<file path="src/design/ptpa_pkg.sv">
// Purpose: Shared constants and types for the periodic tick and pulse accumulator block.
// Assumes: APB slave with 32-bit data, one aligned word per register.
// Notes:   Register fields sit in the low byte, except the 16-bit FRC count; upper bits read as zero.
package ptpa_pkg;

    // ************************************************************
    // Register map (byte addresses)
    // ************************************************************
    localparam int unsigned PTPA_AW       = 8;
    localparam int unsigned PTPA_DW       = 32;
    localparam logic [7:0]  OFS_IRQ_EN    = 8'h00;
    localparam logic [7:0]  OFS_FLAGS     = 8'h04;
    localparam logic [7:0]  OFS_PULSE_ACCUM_CONTROL     = 8'h08;
    localparam logic [7:0]  OFS_COUNT     = 8'h0C;
    localparam logic [7:0]  OFS_FRC       = 8'h10;

    // ************************************************************
    // Field positions and masks
    // ************************************************************
    localparam int unsigned BIT_CNT_OVF   = 7;
    localparam int unsigned BIT_TICK      = 6;
    localparam int unsigned BIT_ACC_OVF   = 5;
    localparam int unsigned BIT_ACC_EDGE  = 4;
    localparam logic [7:0]  IRQ_EN_MASK   = 8'hF3;
    localparam logic [7:0]  FLAG_MASK     = 8'hF0;
    localparam logic [7:0]  IRQ_EN_RST    = 8'h00;
    localparam logic [3:0]  FLAGS_RST     = 4'h0;
    localparam logic [7:0]  PULSE_ACCUM_CONTROL_RST     = 8'h00;

    // ************************************************************
    // Timing
    // ************************************************************
    // Tick chain: full 16-bit mask is the 2^16 period, shifted down per rate code
    localparam logic [15:0] TICK_MAX_MASK = 16'hFFFF;
    localparam logic [1:0]  TICK_MAX_CODE = 2'h3;
    // Gated accumulation strobe: bus clock divided by 64
    localparam logic [5:0]  E64_MASK      = 6'h3F;
    // Prescaler write window after reset, in bus cycles
    localparam logic [6:0]  BOOT_WINDOW   = 7'h40;
    localparam logic [3:0]  PRESC_MASK_1  = 4'h0;
    localparam logic [3:0]  PRESC_MASK_4  = 4'h3;
    localparam logic [3:0]  PRESC_MASK_8  = 4'h7;
    localparam logic [3:0]  PRESC_MASK_16 = 4'hF;
    localparam logic [15:0] FRC_MAX       = 16'hFFFF;
    localparam logic [7:0]  COUNT_MAX     = 8'hFF;

    // ************************************************************
    // Types
    // ************************************************************
    typedef struct packed {
        logic       port_bit7_direction;
        logic       accum_enable;
        logic       accum_mode_select;
        logic       accum_edge_select;
        logic       port_bit3_direction;
        logic       capture_compare_share_select;
        logic [1:0] tick_rate_select;
    } ptpa_pulse_accum_control_t;

    typedef enum logic {
        APB_IDLE,
        APB_ACK
    } ptpa_apb_st_t;

endpackage

</file>
<file path="src/design/ptpa_top.sv">
// Purpose: Periodic tick generator, 8-bit pulse accumulator, free-running counter
//          and the shared enable/flag registers, reached over APB.
// Assumes: Single bus clock; accumulator input pin is asynchronous.
// Notes:   Accumulator count has no reset; software loads it before use.
//
// Local design decisions: the register addresses and the APB register port.

// Summary of operation
// - Tick base is bus clock over 2^13
// - Rate code adds divide by 1/2/4/8
// - Tick divider free-runs; stopped only by reset
// - Timeout sets tick flag; enable raises request
// - First tick flag after one full period
// - Tick flag bit 6, write-one clears
// - Flags clear only where one is written
// - Counter wrap to zero sets overflow flag
// - Upper enable bits gate matching flags
// - Enable bit on/off; mode event/gated
// - Event mode counts selected pin edge
// - Gated mode counts E/64 unless inhibited
// - Count always read/writable, kept through reset
// - Reads never see half-updated count
// - Count rollover sets overflow flag, bit 5
// - Overflow enable only gates request
// - Selected edge sets edge flag, bit 4
// - Edge enable only gates request
// - Share bit selects compare5 or capture4
// - Prescaler 1/4/8/16, write once in 64 outside special mode
module ptpa_top
    import ptpa_pkg::*;
(
    // Clock and reset
    input  wire logic                        clk,
    input  wire logic                        rstn,
    // APB slave
    input  wire logic [ptpa_pkg::PTPA_AW-1:0] paddr,
    input  wire logic                        psel,
    input  wire logic                        penable,
    input  wire logic                        pwrite,
    input  wire logic [ptpa_pkg::PTPA_DW-1:0] pwdata,
    output logic      [ptpa_pkg::PTPA_DW-1:0] prdata,
    output logic                             pready,
    output logic                             pslverr,
    // Pins and mode straps
    input  wire logic                        accum_input_pin,
    input  wire logic                        special_mode,
    // Outputs to the rest of the timer
    output logic                             irq,
    output logic                             compare_channel_five_en,
    output logic                             capture_channel_four_en,
    output logic                             port_bit7_direction,
    output logic                             port_bit3_direction
);
    import ptpa_pkg::*;

    // ************************************************************
    // Decode helpers
    // ************************************************************
    typedef struct packed {
        logic en;
        logic flg;
        logic ctl;
        logic cnt;
        logic frc;
    } ptpa_sel_t;

    function automatic ptpa_sel_t ptpa_decode(input logic [PTPA_AW-1:0] a);
        ptpa_sel_t s;
        s.en  = (a == OFS_IRQ_EN);
        s.flg = (a == OFS_FLAGS);
        s.ctl = (a == OFS_PULSE_ACCUM_CONTROL);
        s.cnt = (a == OFS_COUNT);
        s.frc = (a == OFS_FRC);
        return s;
    endfunction

    function automatic logic [15:0] ptpa_tick_mask(input logic [1:0] rate);
        return TICK_MAX_MASK >> (TICK_MAX_CODE - rate);
    endfunction

    function automatic logic [3:0] ptpa_presc_mask(input logic [1:0] pr);
        logic [3:0] m;
        m = PRESC_MASK_1;
        case (pr)
            2'h0:    m = PRESC_MASK_1;
            2'h1:    m = PRESC_MASK_4;
            2'h2:    m = PRESC_MASK_8;
            2'h3:    m = PRESC_MASK_16;
            default: m = PRESC_MASK_1;
        endcase
        return m;
    endfunction

    // ************************************************************
    // State
    // ************************************************************
    ptpa_apb_st_t          apb_st_q;
    logic [PTPA_DW-1:0]    prdata_q;
    logic                  pready_q;
    logic                  pslverr_q;
    logic [7:0]            irq_en_q;
    logic [3:0]            flags_q;
    logic [3:0]            flags_d;
    ptpa_pulse_accum_control_t           pulse_accum_control_q;
    logic [7:0]            count_q;
    logic [15:0]           tick_div_q;
    logic [15:0]           frc_q;
    logic [6:0]            boot_cnt_q;
    logic                  pr_locked_q;
    logic                  pin_s1_q;
    logic                  pin_s2_q;
    logic                  pin_s3_q;
    logic                  pin_lvl_q;
    logic                  pin_prev_q;
    logic                  irq_q;
    logic                  cmp5_en_q;
    logic                  cap4_en_q;

    ptpa_sel_t             sel;
    logic                  wr_done;
    logic                  wr_en;
    logic                  wr_flg;
    logic                  wr_ctl;
    logic                  wr_cnt;
    logic                  tick_pulse;
    logic                  frc_step;
    logic                  frc_wrap;
    logic                  e64_pulse;
    logic                  edge_evt;
    logic                  gate_inhibit;
    logic                  count_inc;
    logic                  count_roll;
    logic [3:0]            flag_set;
    logic [3:0]            flag_clr;
    logic [7:0]            read_byte;

    // ************************************************************
    // APB slave: one wait state, write commits on the pready edge
    // ************************************************************
    assign sel     = ptpa_decode(paddr);
    assign wr_done = psel && penable && pwrite && pready_q;
    assign wr_en   = wr_done && sel.en;
    assign wr_flg  = wr_done && sel.flg;
    assign wr_ctl  = wr_done && sel.ctl;
    assign wr_cnt  = wr_done && sel.cnt;

    always_comb
    begin
        read_byte = 8'h00;
        if (sel.en)
            read_byte = irq_en_q & IRQ_EN_MASK;
        else if (sel.flg)
            read_byte = {flags_q, 4'h0};
        else if (sel.ctl)
            read_byte = pulse_accum_control_q;
        else if (sel.cnt)
            read_byte = count_q;
    end

    always_ff @(posedge clk)
    begin
        if (!rstn)
        begin
            apb_st_q  <= APB_IDLE;
            pready_q  <= 1'b0;
            pslverr_q <= 1'b0;
            prdata_q  <= '0;
        end
        else
        begin
            case (apb_st_q)
                APB_IDLE:
                begin
                    if (psel && penable)
                    begin
                        apb_st_q  <= APB_ACK;
                        pready_q  <= 1'b1;
                        pslverr_q <= (sel == '0);
                        // Snapshot taken on a whole clock edge, so never mid-increment
                        if (pwrite)
                            prdata_q <= '0;
                        else if (sel.frc)
                            prdata_q <= {16'h0000, frc_q};
                        else
                            prdata_q <= {24'h000000, read_byte};
                    end
                end
                APB_ACK:
                begin
                    apb_st_q  <= APB_IDLE;
                    pready_q  <= 1'b0;
                    pslverr_q <= 1'b0;
                end
                default:
                begin
                    apb_st_q <= APB_IDLE;
                    pready_q <= 1'b0;
                end
            endcase
        end
    end

    assign prdata  = prdata_q;
    assign pready  = pready_q;
    assign pslverr = pslverr_q;

    // ************************************************************
    // Control registers
    // ************************************************************
    always_ff @(posedge clk)
    begin
        if (!rstn)
        begin
            irq_en_q    <= IRQ_EN_RST;
            pulse_accum_control_q     <= PULSE_ACCUM_CONTROL_RST;
            boot_cnt_q  <= '0;
            pr_locked_q <= 1'b0;
        end
        else
        begin
            if (boot_cnt_q != BOOT_WINDOW)
                boot_cnt_q <= boot_cnt_q + 7'h01;
            // Normal modes: one prescaler write, only inside the boot window
            if (wr_en || boot_cnt_q == BOOT_WINDOW)
                pr_locked_q <= 1'b1;
            if (wr_en)
            begin
                irq_en_q[7:4] <= pwdata[7:4];
                if (!pr_locked_q || special_mode)
                    irq_en_q[1:0] <= pwdata[1:0];
            end
            if (wr_ctl)
                pulse_accum_control_q <= ptpa_pulse_accum_control_t'(pwdata[7:0]);
        end
    end

    // ************************************************************
    // Tick divider and free-running counter
    // ************************************************************
    // Chain never cleared by flag service, so periods stay exact
    always_ff @(posedge clk)
    begin
        if (!rstn)
            tick_div_q <= '0;
        else
            tick_div_q <= tick_div_q + 16'h0001;
    end

    assign tick_pulse = (tick_div_q & ptpa_tick_mask(pulse_accum_control_q.tick_rate_select))
                        == ptpa_tick_mask(pulse_accum_control_q.tick_rate_select);
    assign e64_pulse  = (tick_div_q[5:0] == E64_MASK);
    // Prescaler taps the low chain bits, apart from the tick rate path
    assign frc_step   = (tick_div_q[3:0] & ptpa_presc_mask(irq_en_q[1:0]))
                        == ptpa_presc_mask(irq_en_q[1:0]);
    assign frc_wrap   = frc_step && (frc_q == FRC_MAX);

    always_ff @(posedge clk)
    begin
        if (!rstn)
            frc_q <= '0;
        else if (frc_step)
            frc_q <= frc_q + 16'h0001;
    end

    // ************************************************************
    // Accumulator input synchroniser
    // ************************************************************
    always_ff @(posedge clk)
    begin
        if (!rstn)
        begin
            pin_s1_q   <= 1'b0;
            pin_s2_q   <= 1'b0;
            pin_s3_q   <= 1'b0;
            pin_lvl_q  <= 1'b0;
            pin_prev_q <= 1'b0;
        end
        else
        begin
            pin_s1_q   <= accum_input_pin;
            pin_s2_q   <= pin_s1_q;
            pin_s3_q   <= pin_s2_q;
            if (pin_s2_q == pin_s3_q)
                pin_lvl_q <= pin_s3_q;
            pin_prev_q <= pin_lvl_q;
        end
    end

    // ************************************************************
    // Pulse accumulator
    // ************************************************************
    // Edge select 0 picks falling edge, 1 rising edge
    assign edge_evt     = pulse_accum_control_q.accum_edge_select ? (pin_lvl_q && !pin_prev_q)
                                                    : (!pin_lvl_q && pin_prev_q);
    assign gate_inhibit = (pin_lvl_q == pulse_accum_control_q.accum_edge_select);
    assign count_inc    = pulse_accum_control_q.accum_enable &&
                          (pulse_accum_control_q.accum_mode_select ? (e64_pulse && !gate_inhibit)
                                                     : edge_evt);
    assign count_roll   = count_inc && (count_q == COUNT_MAX) && !wr_cnt;

    // No reset: contents survive system reset; a bus write wins over a count
    always_ff @(posedge clk)
    begin
        if (wr_cnt)
            count_q <= pwdata[7:0];
        else if (count_inc)
            count_q <= count_q + 8'h01;
    end

    // ************************************************************
    // Flags and interrupt request
    // ************************************************************
    assign flag_set = {frc_wrap, tick_pulse, count_roll, edge_evt};
    assign flag_clr = wr_flg ? pwdata[7:4] : 4'h0;
    // A new event in the clearing cycle stays set
    assign flags_d  = (flags_q & ~flag_clr) | flag_set;

    always_ff @(posedge clk)
    begin
        if (!rstn)
            flags_q <= FLAGS_RST;
        else
            flags_q <= flags_d;
    end

    // Enables touch only the request path, never the flags
    always_ff @(posedge clk)
    begin
        if (!rstn)
            irq_q <= 1'b0;
        else
            irq_q <= |(flags_q & irq_en_q[7:4]);
    end

    always_ff @(posedge clk)
    begin
        if (!rstn)
        begin
            cmp5_en_q <= 1'b1;
            cap4_en_q <= 1'b0;
        end
        else
        begin
            cmp5_en_q <= !pulse_accum_control_q.capture_compare_share_select;
            cap4_en_q <= pulse_accum_control_q.capture_compare_share_select;
        end
    end

    assign irq                     = irq_q;
    assign compare_channel_five_en = cmp5_en_q;
    assign capture_channel_four_en = cap4_en_q;
    assign port_bit7_direction     = pulse_accum_control_q.port_bit7_direction;
    assign port_bit3_direction     = pulse_accum_control_q.port_bit3_direction;
endmodule

</file>
<file path="config.mk">
export PLATFORM = sky130hd
export DESIGN_NAME = ptpa_top
export DESIGN_NICKNAME = d
export VERILOG_FILES = /design/src/design/ptpa_pkg.sv /design/src/design/ptpa_top.sv
export SDC_FILE = /design/constraint.sdc
export NUM_CORES = 1
export LEC_CHECK = 0
export BUFFER_PORTS_ARGS = -buffer_cell sky130_fd_sc_hd__buf_2
export CORE_MARGIN = 10
export CORE_UTILIZATION = 50
export CTS_BUF_LIST = sky130_fd_sc_hd__clkbuf_4 sky130_fd_sc_hd__clkbuf_8
export DETAILED_ROUTE_END_ITERATION = 8
export GPL_TIMING_DRIVEN = 0
export MAX_ROUTING_LAYER = met4
export PLACE_DENSITY = 0.74
export SYNTH_ARGS = -nofsm -noshare
export SYNTH_HDL_FRONTEND = slang
export SYNTH_SLANG_ARGS = --single-unit
</file>
<file path="constraint.sdc">
create_clock -name clk -period 2.4 [get_ports clk]
set_clock_uncertainty 0.1 [all_clocks]
set_input_delay 0.12 -clock clk [delete_from_list [all_inputs] [get_ports clk]]
set_output_delay 0.12 -clock clk [all_outputs]
set_load 0.005 [all_outputs]
</file>
# == Word level (Yosys, flattened, before mapping) ==
# Index checks and enable logic that the tools add are counted.
# word_totals
reg_bits,109
in_bits,47
out_inout_bits,39
word_cells,104
# op_classes
add_sub_neg,5
eq_ne,17
shift,1
muxes,18
n_bitwise,7
n_reduce_logical,29
# ops
operator,n
2-to-1 mux 8 bit,6
adder 16 x 1 -> 16 bit (second input constant),2
2-to-1 mux 16 bit,2
AND 16 bit,1
equality test 16 bit,1
equality test 16 bit (second input constant),1
equality test 8 x 4 -> 1 bit (second input constant),2
case mux 4 bit (4 select lines),1
>> shifter 16 x 2 -> 16 bit (first input constant),1
logical AND 1 bit,14
AND 4 bit,3
adder 8 x 1 -> 8 bit (second input constant),1
equality test 8 x 3 -> 1 bit (second input constant),1
equality test 8 x 5 -> 1 bit (second input constant),1
equality test 8 bit (second input constant),1
zero test 8 bit,1
adder 7 x 1 -> 7 bit (second input constant),1
equality test 7 bit (second input constant),1
!= test 7 bit (second input constant),1
equality test 6 bit (second input constant),1
zero test 1 bit,6
case mux 1 bit (2 select lines),3
zero test 5 bit,1
2-to-1 mux 1 bit,5
other kinds (15),19

# == Logic depth before layout (Yosys ltp) ==
# Gate-level depths: netlist of the first run.
# depth
ltp_word,8
depth_mapped,7
mapped_depth_nobuf,7

# == Worst setup path before layout of the first run ==
# OpenSTA, ideal clock, no wires.
# synth_path
path_type,input port to flip-flop
start,input paddr[1] (netlist bit)
end,register irq_en_q[1]
setup_ns,0.072
arrival_time_ns,1.942
required_ns,2.228
slack_ns,0.287
stages,7
n_path_buf,2
path_cell_list,or4_4 > or4_1 > buf_2 > or3_1 > buf_6 > a21oi_4 > mux2i_1
# synth_between
elab_chain_len,3
# synth_rtl
item,line_no,text
start: declaration,ptpa_top.sv:36,"input wire logic [ptpa_pkg::PTPA_AW-1:0] paddr,"
zero test 8 bit,ptpa_top.sv:69,s.en = (a == OFS_IRQ_EN);
logical AND 1 bit,ptpa_top.sv:142,assign wr_en = wr_done && sel.en;
AND reduction 2 bit (no source line),n/a,
end signal: assignment,ptpa_top.sv:230,irq_en_q[1:0] <= pwdata[1:0];
end: declaration,ptpa_top.sv:101,logic [7:0] irq_en_q;
# Every way passes these cells.
# A chain may end at the register's enable or synchronous reset.

# == Final worst setup path of the first run ==
# layout_path
start,register tick_div_q[0]
end,register frc_q[14]
# layout_between
elab_chain_len,2
# layout_rtl
item,line_no,text
start: declaration,ptpa_top.sv:106,logic [15:0] tick_div_q;
start signal: assignment,ptpa_top.sv:246,tick_div_q <= tick_div_q + 16'h0001;
AND 4 bit,ptpa_top.sv:253,assign frc_step = (tick_div_q[3:0] & ptpa_presc_mask(irq_en_q[1:0]))
equality test 4 bit,ptpa_top.sv:254,== ptpa_presc_mask(irq_en_q[1:0]);
end signal: assignment,ptpa_top.sv:262,frc_q <= frc_q + 16'h0001;
end: declaration,ptpa_top.sv:107,logic [15:0] frc_q;
# Every way passes these cells.

==> impl_metrics.ini, run 1 <==
[outcome]
status = completed

[layout]
drive_gt1_share_pct = 15.7
fin_nets = 628
final_cell_area_um2 = 4960
area_growth_pct = 16.7
finalNonFillerCells = 686
n_antenna_cell = 0

[die]
pin_count = 86
dieArea_um2 = 12600
initial_core_util_pct = 51.5
die_width_um = 112
row_count = 33
core-area_um2 = 8260
die_y_um = 112

[synthesis]
synth_warnings = 0
synth_edf_count = 8
async_flop_share_pct = 0
ys_types = 53
syn_inst = 496
ys_ff_latch = 93
syn_avg_cell_area_um2 = 8.57
synth_area_leaders = dfxtp_1, edfxtp_1, nor2_1, nand2_1, a21oi_1
synth_top_cell_by_area = dfxtp_1
synthFlopType = dfxtp_1
synth_top_area_share_pct = 40.0
seq_area_frac_synth_pct = 45.7
ys_top_cells_by_count = dfxtp_1, nor2_1, nand2_1
synth_area_um2 = 4250
synth.most_common_cell = dfxtp_1

[placed_design]
placed_area_um2 = 4660
hpwl_mm = 7.68
gp_congestion = 0.888
dp.cells = 659
portBuffers = 43

[global_routing]
grt-ovfl-total = 0
grt_pass1_wl_mm = 17.0
grt_usage_pct = 16.6
antenna_found_initial = 0
grt_max_degree = 19
grt_pass1_vias = 3453

[timing]
setup_viol = 0
worst_slew_margin_rel_pct = 56.7
finalSetupTns_ns = 0
worst_pin_slew_ns = 0.645
hold_viol = 0
rsz0062_at_grt = false
fmax_ghz = 0.452
finalCriticalPeriod_ns = 2.21
period_share_pct = 92.1
whs_ns = 0.0239
maxSlewViolCount = 0

[worst_setup_path]
r2r_cells = 5
end_kind = flop
cp.required_ns = 2.60
crit_type = flop to flop
r2r_setup_slack_ns = 0.19
cp.arrival_ns = 2.41
path_max_fanout = 9
worstSetupStartpointType = flop
regToRegStartpoint = tick_div_q[0]$_SDFF_PN0_
r2r_end = frc_q[14]$_SDFFE_PN0N_

[power_and_ir_drop]
powerDensity_nw_per_um2 = 566
power.static_leakage_uw = 0.00194
vdd_drop_max_v = 0.000341

[min_path]
worstHoldPathType = primary input to flop
worstHoldStart = pwrite
hold_path_end = prdata[2]$_SDFFE_PN0P_
hold_depth = 4

[clocking]
insertion_delay_ns = 0.38
cts-root-buf = clkbuf_8
htreeDepth = 3
cts_tree = yes
cts_buffers = 9
clkTransAtPathRegs_ns = 0.10
cts_sinks = 93
clockBufferDepth = 2

[detailed_routing]
wire_per_inst_um = 15.1
vias_per_cell = 5.45
dr_total_vias = 3741
drc = 0
drtIter0Drc = 233
first_pass_iters = 5
wl_mm = 10.3
ant_nets = 0

[flow_run]
maxCapViolations = 0
==> cell usage in the layout (no fill, tap or decap), drive strengths merged, types with 5 or more instances in the layout <==
cell type,Yosys,layout
nand4,10,10
nand3,27,27
mux2i,8,8
o21ai,27,27
a22oi,11,11
xnor2,11,11
conb,1,16
or3,10,10
dfxtp,85,85
a21oi,36,36
xor2,20,20
buf,19,62
and3,6,6
ha,5,5
mux2,6,6
nand2,53,53
and2,9,9
nor2,62,62
nor3,5,5
dlygate4sd3,0,11
edfxtp,8,8
clkbuf,19,28
nor2b,5,5
inv,12,16
==> area by class of cell <==
cell class | count | area [um^2]
fill | 748 | 3290
multi-input combinational | 368 | 2120
sequential | 93 | 1940
timing repair buffer | 54 | 325
buffer | 38 | 211
tap | 105 | 131
clock buffer | 9 | 124
clock inverter | 7 | 65.1
inverter | 12 | 45.0
==> through the flow <==
step | setup WS (ns) | power [uW] | utilization [%]
6_report | 0.189 | 2810 | 60.1
5_1_grt | 0.0103 | 2920 | 60.1
4_1_cts | 0.139 | 2820 | 60.1
3_5_place_dp | -0.380 | 1810 | 56.4
3_3_place_gp | -0.346 | 1810 | 56.4
2_1_floorplan | 0.287 | 1750 | -
==> routing by layer <==
layer,vias up,routed length (um),track usage (%)
met5,-,0,-
met4,0,194,5.92
met3,21,659,3.99
met2,119,4860,26.1
met1,1751,4620,20.3
li1,1850,-,-
==> critical path, cell delays in order, from the launching register on <==
cell and delay [ns]:
dfxtp_1 0.40, nand2_1 0.16, o21ai_1 0.56, nand4_1 0.38, or3_1 0.40, a21oi_1 0.14
==> repair_timing <==
| action | 4_1_cts | 5_1_grt |
|---|---|---|
| pin swaps | 0 | 0 |
| hold endpoints to repair | 19 | 0 |
| endpoints found under the setup margin | 8 | 8 |
| buffers inserted | 0 | 0 |
| hold buffers | 11 | 0 |
| gates resized for setup | 1 | 1 |
==> report_power, final <==
group | internal (uW) | leakage, uW | switching (uW)
sequential | 1580 | 0.000738 | 18.7
clock | 402 | 0.0000943 | 613
combinational | 85.5 | 0.00111 | 113
total | 2070 | 0.00194 | 745
==> sequential cells by signal, indices dropped and copies added (netlist names), 4 cells and up <==
signal                 cells
count_q                    8
prdata                    16
frc_q                     16
boot_cnt_q                 7
irq_en_q                   6
pulse_accum_control_q      6
flags_q                    4
tick_div_q                16
==> cell families (layout without fill, tap and decap cells) <==
| group | after synthesis | count (layout) | synth area share (%) |
|---|---|---|---|
| DFF | 93 | 93 | 45.7 |
| muxes | 14 | 14 | 3.47 |
| AOI/OAI and AO/OA | 94 | 94 | 13.3 |
| buffers and inverters | 50 | 120 | 6.03 |
| xor gates and xnor gates | 31 | 31 | 6.38 |
| other | 1 | 16 | 0.0882 |
| adders and majority gates | 5 | 5 | 1.47 |
| and+or+nand+nor | 208 | 208 | 23.6 |
==> how the worst max path moves through the flow <==
stage | from | to
after floorplan | paddr[1] | irq_en_q[1]$_SDFFE_PN0P_
after global placement | paddr[1] | count_q[2]$_DFFE_PP_
after detailed placement | paddr[1] | count_q[3]$_DFFE_PP_
after CTS | penable | count_q[7]$_DFFE_PP_
after global routing | tick_div_q[0]$_SDFF_PN0_ | frc_q[12]$_SDFFE_PN0N_
final | tick_div_q[0]$_SDFF_PN0_ | frc_q[14]$_SDFFE_PN0N_
Power figures use the tool's default switching activity.
==> run 2, diff against run 1 <==
CORE_UTILIZATION = 30   (was 50)
PLACE_DENSITY = default   (was 0.74)
==> run 2 against run 1 <==
  * Sequential power hardly changed
  * Clock power is 6% lower
  * Critical path type is now primary input to flop
  * Hold slack worse by 0.0033 ns
  * Non-clock buffer count stayed put
  * Global-route usage is 5.4 points lower
  * Cell count is 11% higher
  * Clock-buffer cell count is 1 higher
  * Critical endpoint is now count_q[6]$_DFFE_PP_
  * Register-to-register slack better by 0.02 ns
  * Largest power group unchanged
==> impl_metrics.ini, run 2 (synthesis results as in run 1) <==
[flow_run]
maxCapViolations = 0

[clocking]
cts_buffers = 9
htreeDepth = 3
cts-root-buf = clkbuf_8
cts_sinks = 93
clockBufferDepth = 2
cts_tree = yes
clkTransAtPathRegs_ns = 0.10
insertion_delay_ns = 0.36

[die]
die_y_um = 139
core-area_um2 = 13900
die_width_um = 139
dieArea_um2 = 19300
initial_core_util_pct = 30.6
pin_count = 86
row_count = 43

[detailed_routing]
ant_nets = 0
drtIter0Drc = 231
first_pass_iters = 4
dr_total_vias = 3656
wl_mm = 10.7
wire_per_inst_um = 14.1
drc = 0
vias_per_cell = 4.81

[outcome]
status = completed

[min_path]
worstHoldPathType = primary input to flop

[timing]
maxSlewViolCount = 0
hold_viol = 0
worst_slew_margin_rel_pct = 58.8
period_share_pct = 92.7
finalSetupTns_ns = 0
worst_pin_slew_ns = 0.618
rsz0062_at_grt = false
setup_viol = 0
whs_ns = 0.0205
fmax_ghz = 0.449
finalCriticalPeriod_ns = 2.22

[placed_design]
hpwl_mm = 8.17
gp_congestion = 0.865
portBuffers = 43
dp.cells = 734

[layout]
n_antenna_cell = 0
final_core_util_pct = 36.3
finalNonFillerCells = 760
drive_gt1_share_pct = 15.3
fin_nets = 628
area_growth_pct = 18.4
final_common_cell = dfxtp_1
final_cell_mix = dfxtp_1, nor2_1, nand2_1, buf_2, a21oi_1

[worst_setup_path]
cp.arrival_ns = 2.16
cp.required_ns = 2.33
path_max_fanout = 10
worstSetupStartpointType = primary input
crit_family = simple AND/OR/NAND/NOR gates
crit_top_cell = nand2_1
end_kind = flop
critPathBufInv = 2
slowest_delay_ns = 0.55
crit_slowest_cell = or4_4
path_cells = buf_2 -> or4_4 -> nor4_2 -> nand2_1 -> clkbuf_1 -> nand2_1
crit_type = primary input to flop

[power_and_ir_drop]
powerDensity_nw_per_um2 = 547
total_power_uw = 2760
vdd_drop_max_v = 0.000215
power.static_leakage_uw = 0.00194

[global_routing]
grt-ovfl-total = 0
grt_pass1_wl_mm = 17.4
grt_max_degree = 16
grt_pass1_vias = 3506
grt_usage_pct = 11.1
antenna_found_initial = 0
run 2: cell count changes in the layout (fill, tap and decap cells not counted):
cell | previous run | this run
clkbuf_8 | 9 | 10
clkinv_4 | 2 | 0
clkinv_2 | 0 | 2
nand2_1 | 52 | 53
clkinvlp_4 | 1 | 0
nand2_2 | 1 | 0
inv_8 | 2 | 0
inv_4 | 0 | 1
run 2: stage by stage:
step / area, um^2 / setup slack, ns
after floorplan: 4310 / 0.287
after global placement: 4750 / -0.339
after detailed placement: 4750 / -0.362
after CTS: 5030 / 0.0272
after global routing: 5040 / 0.0209
final: 5040 / 0.175
run 2: per-layer routing:
metal  vias to the layer above  global-route usage (%)  share of wire (%)
li1                       1850                       -                  -
met1                      1716                    13.4                 47
met2                        82                    17.7                 47
met3                         8                    3.29                5.5
met4                         0                    3.13               0.90
met5                         -                       -                  0
run 2: path summary, 6_finish.rpt:
path / startpoint / endpoint / slack (ns) / cells after the start
min reg2reg: pin_s1_q$_SDFF_PN0_ / pin_s2_q$_SDFF_PN0_ / 0.34 / 1
max reg2reg: pready$_SDFFE_PN0P_ / count_q[6]$_DFFE_PP_ / 0.21 / 5
min: pwrite / prdata[2]$_SDFFE_PN0P_ / 0.02 / 4
max: paddr[1] / count_q[6]$_DFFE_PP_ / 0.18 / 6
run 2: worst min-delay path, stage by stage:
cell     delay (ns)
buf_2          0.09
nor2_1         0.07
nand4_1        0.10
a21oi_1        0.07
run 2: area by class of cell:
cell class                      instances  area (um^2)
Inverter                               12         45.0
Timing Repair Buffer                   54          325
Buffer                                 38          211
Clock buffer                           10          138
Fill cell                            1477         8840
Sequential cell                        93         1940
Clock inverter                          5         33.8
Tap cell                              180          225
Multi-Input combinational cell        368         2120
run 2: report_power, final:
| part | internal (uW) | switching, uW |
|---|---|---|
| combinational | 85.4 | 113 |
| sequential | 1580 | 19.2 |
| clock | 404 | 556 |
| total | 2070 | 688 |
run 2: what timing repair did:
action | in CTS | in global routing
setup endpoints to repair | 0 | 8
buffers inserted | 0 | 0
gates resized for setup | 0 | 1
hold buffers | 11 | 0
endpoints found under the hold margin | 19 | 0
==> run 3, diff against run 2 <==
clock period = 2.75 ns   (was 2.4 ns; I/O delays follow)
==> run 3 against run 2 <==
  * First-iteration DRC count increased by 31%
  * Non-clock buffer count unchanged
  * Register-to-register slack gained 0.18 ns
  * Die area unchanged
  * Clock-buffer cell count did not move
  * Core utilization hardly changed
  * Largest cell class unchanged
==> impl_metrics.ini, run 3 (synthesis results as in run 1) <==
[worst_setup_path]
crit_slowest_cell = dlygate4sd3_1
end_kind = flop
r2r_end = count_q[6]$_DFFE_PP_
path_max_fanout = 10
critPathBufInv = 3
regToRegStartpoint = pready$_SDFFE_PN0P_
worstSetupStartpointType = primary input
cp_num_cells = 7
cp.required_ns = 2.68
path_cells = dlygate4sd3_1 -> buf_2 -> nand2_1 -> nor4_1 -> nand2_1 -> clkbuf_1 -> nand2_1
crit_top_cell = nand2_1
cp.arrival_ns = 2.39
r2r_cells = 5
crit_family = simple AND/OR/NAND/NOR gates
slowest_delay_ns = 0.52
crit_type = primary input to flop
r2r_setup_slack_ns = 0.39

[layout]
area_growth_pct = 18.3
final_core_util_pct = 36.2
finalNonFillerCells = 760
drive_gt1_share_pct = 15.2
final_common_cell = dfxtp_1
fin_nets = 628
n_antenna_cell = 0
final_cell_mix = dfxtp_1, nor2_1, nand2_1, buf_2, a21oi_1

[clocking]
cts_sinks = 93
clockBufferDepth = 2
htreeDepth = 3
cts_buffers = 9
cts-root-buf = clkbuf_8
cts_tree = yes
cts_resized = 0
clkTransAtPathRegs_ns = 0.10
insertion_delay_ns = 0.36
cts_setup_buffers = 0
cts-hold-fix-buffers = 11

[die]
core-area_um2 = 13900
row_count = 43
initial_core_util_pct = 30.6
dieArea_um2 = 19300
die_y_um = 139
die_width_um = 139
pin_count = 86

[placed_design]
dp.cells = 734
hpwl_mm = 8.17
gp_congestion = 0.865
portBuffers = 43

[detailed_routing]
first_pass_iters = 4
wire_per_inst_um = 14.1
wl_mm = 10.7
dr_total_vias = 3630
ant_nets = 0
vias_per_cell = 4.78
drc = 0
drtIter0Drc = 303

[global_routing]
grt_max_degree = 16
grt_usage_pct = 11.1
antenna_found_initial = 0
grt-ovfl-total = 0
grt_pass1_vias = 3503
grt_pass1_wl_mm = 17.4

[outcome]
status = completed

[timing]
finalCriticalPeriod_ns = 2.46
hold_viol = 0
maxSlewViolCount = 0
setup_viol = 0
worst_slew_margin_rel_pct = 58.9
period_share_pct = 89.4
rsz0062_at_grt = false
worst_pin_slew_ns = 0.616
fmax_ghz = 0.407

[min_path]
hold_path_end = prdata[2]$_SDFFE_PN0P_
worstHoldPathType = primary input to flop
hold_depth = 4
worstHoldStart = pwrite

[power_and_ir_drop]
power.static_leakage_uw = 0.00194
powerDensity_nw_per_um2 = 479
total_power_uw = 2410
vdd_drop_max_v = 0.000186

[flow_run]
maxCapViolations = 0
[run 3: changes by cell type in the layout (fill, tap and decap cells not counted)]
cell,change
nor4_1,+1
nor4_2,-1
[run 3: final cells by class]
class | instances | area, um^2
Sequential cell | 93 | 1940
Clock inverter | 5 | 33.8
Multi-Input combinational cell | 368 | 2110
Timing Repair Buffer | 54 | 325
Fill cell | 1475 | 8850
Buffer | 38 | 211
Inverter | 12 | 45.0
Clock buffer | 10 | 138
Tap cell | 180 | 225
[run 3: power by group]
part	switching (uW)	total (uW)	internal, uW
Clock	488	841	353
Combinational	97.7	172	74.5
Sequential	16.5	1390	1380
[run 3: how the worst max path moves through the flow]
stage / from / endpoint / slack [ns]
2_1_floorplan: paddr[1] / irq_en_q[1]$_SDFFE_PN0P_ / 0.62
3_3_place_gp: paddr[1] / count_q[2]$_DFFE_PP_ / -0.006
3_5_place_dp: paddr[1] / count_q[3]$_DFFE_PP_ / -0.03
4_1_cts: penable / count_q[3]$_DFFE_PP_ / 0.29
5_1_grt: penable / count_q[1]$_DFFE_PP_ / 0.14
6_report: penable / count_q[6]$_DFFE_PP_ / 0.29
[run 3: metrics by stage]
step / hold WS [ns] / setup TNS (ns) / instance area (um^2) / setup WS [ns]
3_5_place_dp: 0.257 / -0.237 / 4750 / -0.0299
3_3_place_gp: 0.266 / -0.0473 / 4750 / -0.00612
6_report: 0.0364 / 0 / 5030 / 0.291
2_1_floorplan: 0.165 / 0 / 4310 / 0.619
5_1_grt: 0.0337 / 0 / 5030 / 0.140
4_1_cts: 0.0239 / 0 / 5030 / 0.290
[run 3: routing by layer]
layer  share of wire, %  up-vias  wire (um)  GRT usage, %
li1                   -     1851          -             -
met1                 46     1698       4970          13.4
met2                 47       73       5030          17.6
met3                5.5        8        587          3.32
met4               0.93        0         99          3.13
met5                  0        -          0             -
[run 3: worst register-to-register path: cells and delay by family (launching register included)]
family                 cells  cell delay, ns
flip-flops                 1            0.36
AND/OR/NAND/NOR            4            1.26
buffers and inverters      1            0.31
